==> src/sge_consts.svh <==
// offsets, field positions, reset values and widths of the six-pin gpio edge block
//
// Behaviour
// - six enable bits, one enables pin, reset zero
// - six direction bits, zero input, one output
// - output value bits act only on output pins
// - output pin drives value bit, resets low
// - rise detect enable per input pin, reset off
// - fall detect enable per input pin, reset off
// - sticky edge flags, cleared all on read unless set again by an edge in the same cycle
// - read-only sampled level of input pins
`ifndef SGE_CONSTS_SVH
`define SGE_CONSTS_SVH

// ----------------------------------------------------------------
// register offsets
// ----------------------------------------------------------------
`define SGE_OFS_PIN_CTRL 8'h04
`define SGE_OFS_EDGE_EN 8'h05
`define SGE_OFS_IN_DATA 8'h06

// ----------------------------------------------------------------
// field positions and widths
// ----------------------------------------------------------------
`define SGE_NPINS 6
`define SGE_HI_LSB 16
`define SGE_MID_LSB 8
`define SGE_LO_LSB 0

// ----------------------------------------------------------------
// reset values
// ----------------------------------------------------------------
`define SGE_RST_BITS 6'h00
`define SGE_RST_WORD 24'h00_0000

`endif

==> src/sge_pkg.sv <==
// types shared by the six-pin gpio edge block
package sge_pkg;
    typedef logic [5:0] sge_bits_type;

    typedef struct packed {
        logic rd;
        logic wr;
        logic [7:0] addr;
        logic [23:0] wdata;
    } sge_req_type;

    typedef struct packed {
        sge_bits_type level;
        sge_bits_type rise;
        sge_bits_type fall;
    } sge_edge_type;
endpackage : sge_pkg

==> src/sge_pin_sync.sv <==
// two-stage synchroniser and edge pulse detector for each gpio pin
`include "sge_consts.svh"
module sge_pin_sync (
    // clock and reset
    input wire logic ref_clk,
    input wire logic sys_rst,
    // raw pins and synchronised result
    input wire sge_pkg::sge_bits_type pin_in,
    output sge_pkg::sge_edge_type edges
);
    import sge_pkg::*;

    wire [5:0] level_bits;
    wire [5:0] rise_bits;
    wire [5:0] fall_bits;

    genvar gi;
    generate
        for (gi = 0; gi < `SGE_NPINS; gi = gi + 1) begin : g_pin
            logic meta_r;
            logic sync_r;
            logic prev_r;

            // meta_r feeds only sync_r
            always_ff @(posedge ref_clk or posedge sys_rst) begin
                if (sys_rst) begin
                    meta_r <= 1'h0;
                    sync_r <= 1'h0;
                    prev_r <= 1'h0;
                end else begin
                    meta_r <= pin_in[gi];
                    sync_r <= meta_r;
                    prev_r <= sync_r;
                end
            end
            assign level_bits[gi] = sync_r;
            assign rise_bits[gi] = sync_r & ~prev_r;
            assign fall_bits[gi] = ~sync_r & prev_r;
        end
    endgenerate

    assign edges = '{level: level_bits, rise: rise_bits, fall: fall_bits};
endmodule : sge_pin_sync

==> src/sge_gpio_top.sv <==
// six-pin gpio block with direction, drive and sticky edge detection
`include "sge_consts.svh"
module sge_gpio_top (
    // clock and reset
    input wire logic ref_clk,
    input wire logic sys_rst,
    // register access port
    input wire sge_pkg::sge_req_type reg_req,
    output logic [23:0] rd_data,
    output logic rd_valid,
    // gpio pins
    input wire sge_pkg::sge_bits_type gpio_in,
    output sge_pkg::sge_bits_type gpio_out,
    output sge_pkg::sge_bits_type gpio_oe_n
);
    import sge_pkg::*;

    // ----------------------------------------------------------------
    // register state
    // ----------------------------------------------------------------
    sge_bits_type en_r;
    sge_bits_type dir_r;
    sge_bits_type outv_r;
    sge_bits_type rise_en_r;
    sge_bits_type fall_en_r;
    sge_bits_type rise_flags_r;
    sge_bits_type fall_flags_r;
    sge_bits_type rise_flags_nxt;
    sge_bits_type fall_flags_nxt;
    logic [23:0] rd_data_r;
    logic [23:0] rd_data_nxt;
    logic rd_valid_r;
    sge_bits_type gpio_out_r;
    sge_bits_type gpio_oe_n_r;
    sge_edge_type edges;

    // ----------------------------------------------------------------
    // address decode
    // ----------------------------------------------------------------
    wire sel_ctrl = reg_req.addr == `SGE_OFS_PIN_CTRL;
    wire sel_edge = reg_req.addr == `SGE_OFS_EDGE_EN;
    wire sel_data = reg_req.addr == `SGE_OFS_IN_DATA;
    wire wr_ctrl = reg_req.wr & sel_ctrl;
    wire wr_edge = reg_req.wr & sel_edge;
    wire rd_status = reg_req.rd & sel_data;
    wire [5:0] w_hi = reg_req.wdata[`SGE_HI_LSB +: `SGE_NPINS];
    wire [5:0] w_mid = reg_req.wdata[`SGE_MID_LSB +: `SGE_NPINS];
    wire [5:0] w_lo = reg_req.wdata[`SGE_LO_LSB +: `SGE_NPINS];

    // ----------------------------------------------------------------
    // pin input path
    // ----------------------------------------------------------------
    sge_pin_sync u_sync (
        .ref_clk(ref_clk),
        .sys_rst(sys_rst),
        .pin_in(gpio_in),
        .edges(edges)
    );

    // only enabled pins configured as inputs are watched
    wire [5:0] in_mask = en_r & ~dir_r;
    wire [5:0] lvl_bits = edges.level & in_mask;
    wire [5:0] rise_set = edges.rise & rise_en_r & in_mask;
    wire [5:0] fall_set = edges.fall & fall_en_r & in_mask;
    // a new edge wins over the read clear
    assign rise_flags_nxt = (rd_status ? `SGE_RST_BITS : rise_flags_r) | rise_set;
    assign fall_flags_nxt = (rd_status ? `SGE_RST_BITS : fall_flags_r) | fall_set;

    // ----------------------------------------------------------------
    // read mux; unmapped offsets read zero
    // ----------------------------------------------------------------
    wire [23:0] word_ctrl = {2'h0, en_r, 2'h0, dir_r, 2'h0, outv_r};
    wire [23:0] word_edge = {2'h0, rise_en_r, 2'h0, fall_en_r, 8'h00};
    wire [23:0] word_data = {2'h0, rise_flags_r, 2'h0, fall_flags_r, 2'h0, lvl_bits};
    assign rd_data_nxt = sel_ctrl ? word_ctrl :
                         sel_edge ? word_edge :
                         sel_data ? word_data : `SGE_RST_WORD;

    // ----------------------------------------------------------------
    // pin output path
    // ----------------------------------------------------------------
    wire [5:0] drive_mask = en_r & dir_r;
    wire [5:0] out_nxt = outv_r & drive_mask;

    // ----------------------------------------------------------------
    // registers
    // ----------------------------------------------------------------
    always_ff @(posedge ref_clk or posedge sys_rst) begin
        if (sys_rst) begin
            en_r <= `SGE_RST_BITS;
            dir_r <= `SGE_RST_BITS;
            outv_r <= `SGE_RST_BITS;
        end else if (wr_ctrl) begin
            en_r <= w_hi;
            dir_r <= w_mid;
            outv_r <= w_lo;
        end
    end

    always_ff @(posedge ref_clk or posedge sys_rst) begin
        if (sys_rst) begin
            rise_en_r <= `SGE_RST_BITS;
            fall_en_r <= `SGE_RST_BITS;
        end else if (wr_edge) begin
            rise_en_r <= w_hi;
            fall_en_r <= w_mid;
        end
    end

    always_ff @(posedge ref_clk or posedge sys_rst) begin
        if (sys_rst) begin
            rise_flags_r <= `SGE_RST_BITS;
            fall_flags_r <= `SGE_RST_BITS;
        end else begin
            rise_flags_r <= rise_flags_nxt;
            fall_flags_r <= fall_flags_nxt;
        end
    end

    always_ff @(posedge ref_clk or posedge sys_rst) begin
        if (sys_rst) begin
            rd_data_r <= `SGE_RST_WORD;
            rd_valid_r <= 1'h0;
        end else begin
            rd_valid_r <= reg_req.rd;
            if (reg_req.rd) begin
                rd_data_r <= rd_data_nxt;
            end
        end
    end

    always_ff @(posedge ref_clk or posedge sys_rst) begin
        if (sys_rst) begin
            gpio_out_r <= `SGE_RST_BITS;
            gpio_oe_n_r <= ~`SGE_RST_BITS;
        end else begin
            gpio_out_r <= out_nxt;
            gpio_oe_n_r <= ~drive_mask;
        end
    end

    assign rd_data = rd_data_r;
    assign rd_valid = rd_valid_r;
    assign gpio_out = gpio_out_r;
    assign gpio_oe_n = gpio_oe_n_r;
endmodule : sge_gpio_top

==> config.mk <==
export PLATFORM = sky130hd
export DESIGN_NAME = sge_gpio_top
export DESIGN_NICKNAME = d
export VERILOG_FILES = /design/src/sge_pkg.sv /design/src/sge_pin_sync.sv /design/src/sge_gpio_top.sv
export VERILOG_INCLUDE_DIRS = /design/src
export SDC_FILE = /design/constraint.sdc
export NUM_CORES = 1
export LEC_CHECK = 0
export BUFFER_PORTS_ARGS = -buffer_cell sky130_fd_sc_hd__buf_4
export CAP_MARGIN = 15
export CORE_UTILIZATION = 58
export DETAILED_ROUTE_END_ITERATION = 16
export GPL_ROUTABILITY_DRIVEN = 0
export PLACE_DENSITY = 0.84
export REMOVE_ABC_BUFFERS = 1
export SYNTH_ARGS = -nofsm -noshare
export SYNTH_HDL_FRONTEND = slang
export SYNTH_SLANG_ARGS = --single-unit
export TNS_END_PERCENT = 20
==> constraint.sdc <==
create_clock -name ref_clk -period 7.4 [get_ports ref_clk]
set_input_delay 0.74 -clock ref_clk [delete_from_list [all_inputs] [get_ports ref_clk]]
set_output_delay 0.74 -clock ref_clk [all_outputs]
set_load 0.01 [all_outputs]
==> impl_metrics.ini, run 1 <==
[global_route]
grt_pass1_wl_microns = 12500
grtUsageTotal_pct = 26.2
first_global_vias = 2566
overflow = 0
antenna_found_initial = 0
grt_max_degree = 92

[timing]
drv_slew = 0
maxSlewHeadroom_pct = 30.9
finalSetupViolations = 0
fin_skew_ps = 8.99
worst-slew-pin-transition_ps = 1030
final.period_utilization_pct = 40.2
hold_violations = 0
grt_setup_unrepaired = false
clock.fmax_ghz = 0.336
final.min_clock_period_ps = 2980
fin_setup_tns_ps = 0

[floorplan]
die_x_microns = 81.2
ios = 79
start_util_pct = 60.7
std_cell_rows = 28
die_y_microns = 81.2
coreArea_sq_um = 5990
fp.dieArea_sq_um = 6590

[synthesis]
synth_area_per_cell_sq_um = 12.8
synth_edf_count = 0
netlist_area_sq_um = 3640
ys_types = 28
yosysTopAreaCell = dfrtp_1
synth_seq_cells = 91
synthTopCellsByArea = dfrtp_1 (58%), mux2_2 (9.3%), dfstp_2 (4.3%), a32oi_1 (2.9%), nand2_1 (2.5%)
synth-warning-count = 0
synth_top_area_share_pct = 58.5
synth_xor_area_share_pct = 0
synthTopCellsByCount = dfrtp_1 (85), mux2_2 (30), nand2_1 (24)
async_flop_share_pct = 100
yosysMostFrequentCell = dfrtp_1
syn_inst = 285
synth_top_family_by_area = simple AND/OR/NAND/NOR gates
synth_fa_ha_area_share_pct = 0
synth_compound_area_share_pct = 11.8
synthFlopType = dfrtp_1
yosys.area_share.simple_pct = 12.1
muxShareOfSynthArea_pct = 9.28
ys_seq_area_share_pct = 62.8

[clock_tree]
hold_buffers = 0
cts_buffers = 9
clk_pin_slew_ps = 90
cts_tree = yes
cts_sinks = 91
root_buffer = clkbuf_8
max-clock-path-buffers = 2
worstSkewPairLatency_ps = 350
cts_setup_buffers = 0
cts_resized = 0
htreeDepth = 3

[outcome]
status = complete, no violations

[power]
ir_drop_v = 0.000195
powerDensity_nw_per_um2 = 231
leakage_nw = 2.17
total_power_w = 0.00103

[min_path]
worstHoldEndpoint = u_sync.g_pin[1].sync_r$_DFF_PP0_
hp-class = flop to flop
hp-start = u_sync.g_pin[1].meta_r$_DFF_PP0_
min_path_cells = 0

[flow_run]
drv_cap = 0

[critical_path]
cp_max_fo = 18
r2r_cells = 3
critPathKind = input pin to flop
reg2reg_to = rise_flags_r[4]$_DFF_PP0_
worst-endpoint-arrival_ps = 3210
crit_path_start_kind = input pin
r2r-start = en_r[4]$_DFFE_PP0P_
end_kind = flop
reg2reg_setup_slack_ps = 6300
required_ps = 7640

[detailed_routing]
drc = 0
wire_per_inst_microns = 18.0
dr.pass1.iters = 5
viasPerCell = 5.94
vias = 2556
drt_wl_total_microns = 7750
postRouteAntennaNets = 0
drt_iter0_markers = 181

[layout]
antenna_cells = 0
nFillCells = 425
fin_nets = 392
drive_above_1_share_pct = 35.2
final-instance-count-excl-fill = 430
area_growth_pct = 22.5
final_area_sq_um = 4460

[place]
placed_area_sq_um = 4160
hpwl_microns = 4730
placed_cells = 413
io_buffers = 66
==> metal layers <==
layer / global-route usage [%] / routed length, microns / vias to the layer above
met5: 0 / 0 / -
met4: 9.64 / 78 / 0
met3: 6.29 / 585 / 9
met2: 42.8 / 3970 / 120
met1: 34.1 / 3120 / 1288
li1: - / - / 1139
==> state kept, by name, summed over array words and instances, names as in the netlist <==
register and count:
u_sync.g_pin.sync_r 6, dir_r 6, rd_valid 1, gpio_oe_n 6, fall_en_r 6, outv_r 6, u_sync.g_pin.prev_r 6, fall_flags_r 6
rise_en_r 6, en_r 6, rd_data 18, rise_flags_r 6, u_sync.g_pin.meta_r 6, gpio_out 6
==> worst max path at each step <==
stage                     slack (ps)         from                  endpoint
after global placement          4160  reg_req[25]     outv_r[2]$_DFFE_PP0P_
after CTS                       4440  reg_req[25]       en_r[4]$_DFFE_PP0P_
after floorplan                 4310      sys_rst      dir_r[0]$_DFFE_PP0P_
after detailed placement        4120  reg_req[25]      dir_r[3]$_DFFE_PP0P_
final                           4420  reg_req[25]       en_r[4]$_DFFE_PP0P_
after global routing            4330  reg_req[25]  fall_en_r[1]$_DFFE_PP0P_
==> metrics by stage <==
step,setup slack [ps],util (%),hold slack [ps]
2_1_floorplan,4310,-,331
3_3_place_gp,4160,69.4,333
3_5_place_dp,4120,69.4,335
4_1_cts,4440,74.0,354
5_1_grt,4330,74.4,363
6_report,4420,74.4,353
==> layout by cell type (no fill, tap or decap), drive strengths merged <==
| master | count |
|---|---|
| nand3 | 1 |
| a32oi | 12 |
| conb | 6 |
| a21o | 6 |
| nand4 | 2 |
| dfstp | 6 |
| nor2 | 6 |
| dfrtp | 85 |
| nor4 | 1 |
| o21ai | 12 |
| nand2b | 12 |
| o211ai | 12 |
| inv | 7 |
| clkbuf | 12 |
| nand2 | 24 |
| a22o | 6 |
| o22ai | 6 |
| a31oi | 6 |
| clkinv | 1 |
| and4b | 7 |
| and3 | 6 |
| buf | 70 |
| bufinv | 4 |
| or4b | 1 |
| nor3b | 2 |
| mux2 | 30 |
| nor2b | 12 |
==> worst max-delay path, stage by stage <==
cell     delay (ps)
buf_4           180
nor3b_2         840
and4b_1        1000
mux2_2          440
==> power breakdown <==
group          switching, W  internal, W
Clock              0.000167     0.000277
Combinational     0.0000317    0.0000285
Sequential        0.0000123     0.000513
Total              0.000210     0.000818
==> cell families after synthesis <==
| kind of cell | count (synthesis) |
|---|---|
| AO/OA/AOI/OAI | 60 |
| flip-flops | 91 |
| buffers and inverters | 29 |
| AND/OR/NAND/NOR | 74 |
| multiplexers | 30 |
| other | 1 |
==> final cells by class <==
class | instances | area, sq um | area share (%)
sequential | 91 | 2280 | 51.2
multi-input combinational | 170 | 1230 | 27.5
timing repair buffer | 70 | 546 | 12.2
clock buffer | 12 | 155 | 3.48
clock inverter | 4 | 120 | 2.69
tap | 75 | 93.8 | 2.10
inverter | 8 | 31.3 | 0.702
Power figures use the tool's default switching activity.
==> run 2: changes to the inputs <==
- CORE_UTILIZATION: 58 -> 54
- PLACE_DENSITY: 0.84 -> 0.79
- clock period: 7.4 -> 3 ns (I/O delays scaled with it)
==> run 2 against run 1 <==
Effect of this change: the flow now finishes with violations (DRC); critical endpoint is now fall_flags_r[3]$_DFF_PP0_; via count shrank 1.4%; global-route usage shrank 3.6 points; sequential share of layout area grew 1.2 points; critical path depth grew 1; critical path type unchanged.
==> impl_metrics.ini, run 2 (synthesis gave the netlist of run 1 again) <==
[outcome]
status = finished with violations
violations = DRC

[global_route]
grt_max_degree = 92
overflow = 0
antenna_found_initial = 0
grt_pass1_wl_microns = 12200
first_global_vias = 2544
grtUsageMet3_pct = 5.44
gr-usage-met2_pct = 33.8
grt.busiest_layer = met2
grtUsageTotal_pct = 22.6
use_met1_pct = 31.4

[timing]
hold_violations = 0
clock.fmax_ghz = 0.520
worst-slew-pin-transition_ps = 584
fin_setup_tns_ps = 0
final.period_utilization_pct = 64.1
grt_setup_unrepaired = false
fin_skew_ps = 7.01
maxSlewHeadroom_pct = 60.9
fin_hold_ws_ps = 52.2
finalSetupViolations = 0
worst_slack_ps = 1080
drv_slew = 0
final.min_clock_period_ps = 1920

[clock_tree]
cts_tree = yes
worstSkewPairLatency_ps = 350
clk_pin_slew_ps = 80
cts_resized = 0
max-clock-path-buffers = 2
cts_buffers = 9
hold_buffers = 0
cts_sinks = 91
root_buffer = clkbuf_8
cts_setup_buffers = 0
htreeDepth = 3

[floorplan]
fp.dieArea_sq_um = 7070
std_cell_rows = 29
coreArea_sq_um = 6420
ios = 79
start_util_pct = 56.7
die_y_microns = 84.1
die_x_microns = 84.1

[power]
netSwitchingFraction_pct = 23.1
pwr-share-seq_pct = 60.1
p_sw_w = 0.000497
total_power_w = 0.00215
powerDensity_nw_per_um2 = 494
combPwrFrac_pct = 6.8
clkPwrFrac_pct = 33.1
leakage_nw = 2.12
ir_drop_v = 0.000291
p_int_w = 0.00165

[detailed_routing]
drc = 14
dr.pass1.iters = 10
postRouteAntennaNets = 0
wire_per_inst_microns = 16.7
viasPerCell = 5.81
drt_iter0_markers = 190
vias = 2520
drt_wl_total_microns = 7260

[place]
dp_slack_ps = 718
hpwl_microns = 4610
placed_area_sq_um = 4190
io_buffers = 66

[layout]
layout_commonest_cell = dfrtp_1
antenna_cells = 0
final_area_sq_um = 4360
largest_reg_flops = 18
drive_above_1_share_pct = 35.0
final_cell_mix = dfrtp_1 (85), buf_4 (71), mux2_2 (30)
area_growth_pct = 19.7
nFillCells = 483
fin_nets = 394

[critical_path]
required_ps = 3230
critPathKind = input pin to flop
worst-endpoint-arrival_ps = 2150
cp_max_fo = 12
crit_path_start_kind = input pin
end_kind = flop

[min_path]
hp-class = input pin to flop

[flow_run]
drv_cap = 0
==> run 2: area by class of cell <==
cell class,count,area (sq um),share of cell area [%]
well taps,77,96.3,2.21
repair buffers,72,553,12.7
flip-flops and latches,91,2280,52.4
clock buffers,13,149,3.42
inverters,8,31.3,0.718
multi-input cells,170,1230,28.2
clock inverters,3,15.0,0.345
==> run 2: per-stage QoR <==
| step | instances | utilization, % |
|---|---|---|
| 6_report | 434 | 67.8 |
| 5_1_grt | 434 | 67.8 |
| 4_1_cts | 434 | 67.8 |
| 3_5_place_dp | 418 | 65.3 |
| 3_3_place_gp | 418 | 65.3 |
| 2_1_floorplan | 269 | - |
==> run 2: critical path: stages <==
cell     delay (ps)
buf_4           120
nor4_4          540
buf_4           280
nand4_1         490
a22o_1          430
==> run 2: power groups by stage <==
stage / logic [W] / clock network [W] / registers (W)
finish: 0.000146 / 0.000711 / 0.00129
global route: 0.000162 / 0.000776 / 0.00130
CTS: 0.000148 / 0.000725 / 0.00129
detailed placement: 0.000147 / 0 / 0.00132
global placement: 0.000144 / 0 / 0.00132
floorplan: 0.0000679 / 0 / 0.00131
==> run 2: metal layers <==
layer,vias to the layer above,share of wire [%]
met5,-,0
met4,0,2.2
met3,18,5.8
met2,90,47
met1,1267,45
li1,1145,-
==> run 2: worst paths after layout <==
| kind | startpoint | end | slack (ps) | cells after the start |
|---|---|---|---|---|
| worst max register to register | en_r[5]$_DFFE_PP0P_ | rise_flags_r[5]$_DFF_PP0_ | 1940 | 3 |
| worst min-delay path | gpio_in[0] | u_sync.g_pin[0].meta_r$_DFF_PP0_ | 50 | 1 |
| worst max-delay path | reg_req[29] | fall_flags_r[3]$_DFF_PP0_ | 1080 | 5 |
| min in group asynchronous | sys_rst | gpio_out[3]$_DFF_PP0_ | 60 | 3 |
| worst min register to register | u_sync.g_pin[5].meta_r$_DFF_PP0_ | u_sync.g_pin[5].sync_r$_DFF_PP0_ | 350 | 0 |
| max in group asynchronous | sys_rst | gpio_oe_n[4]$_DFF_PP1_ | 2580 | 3 |
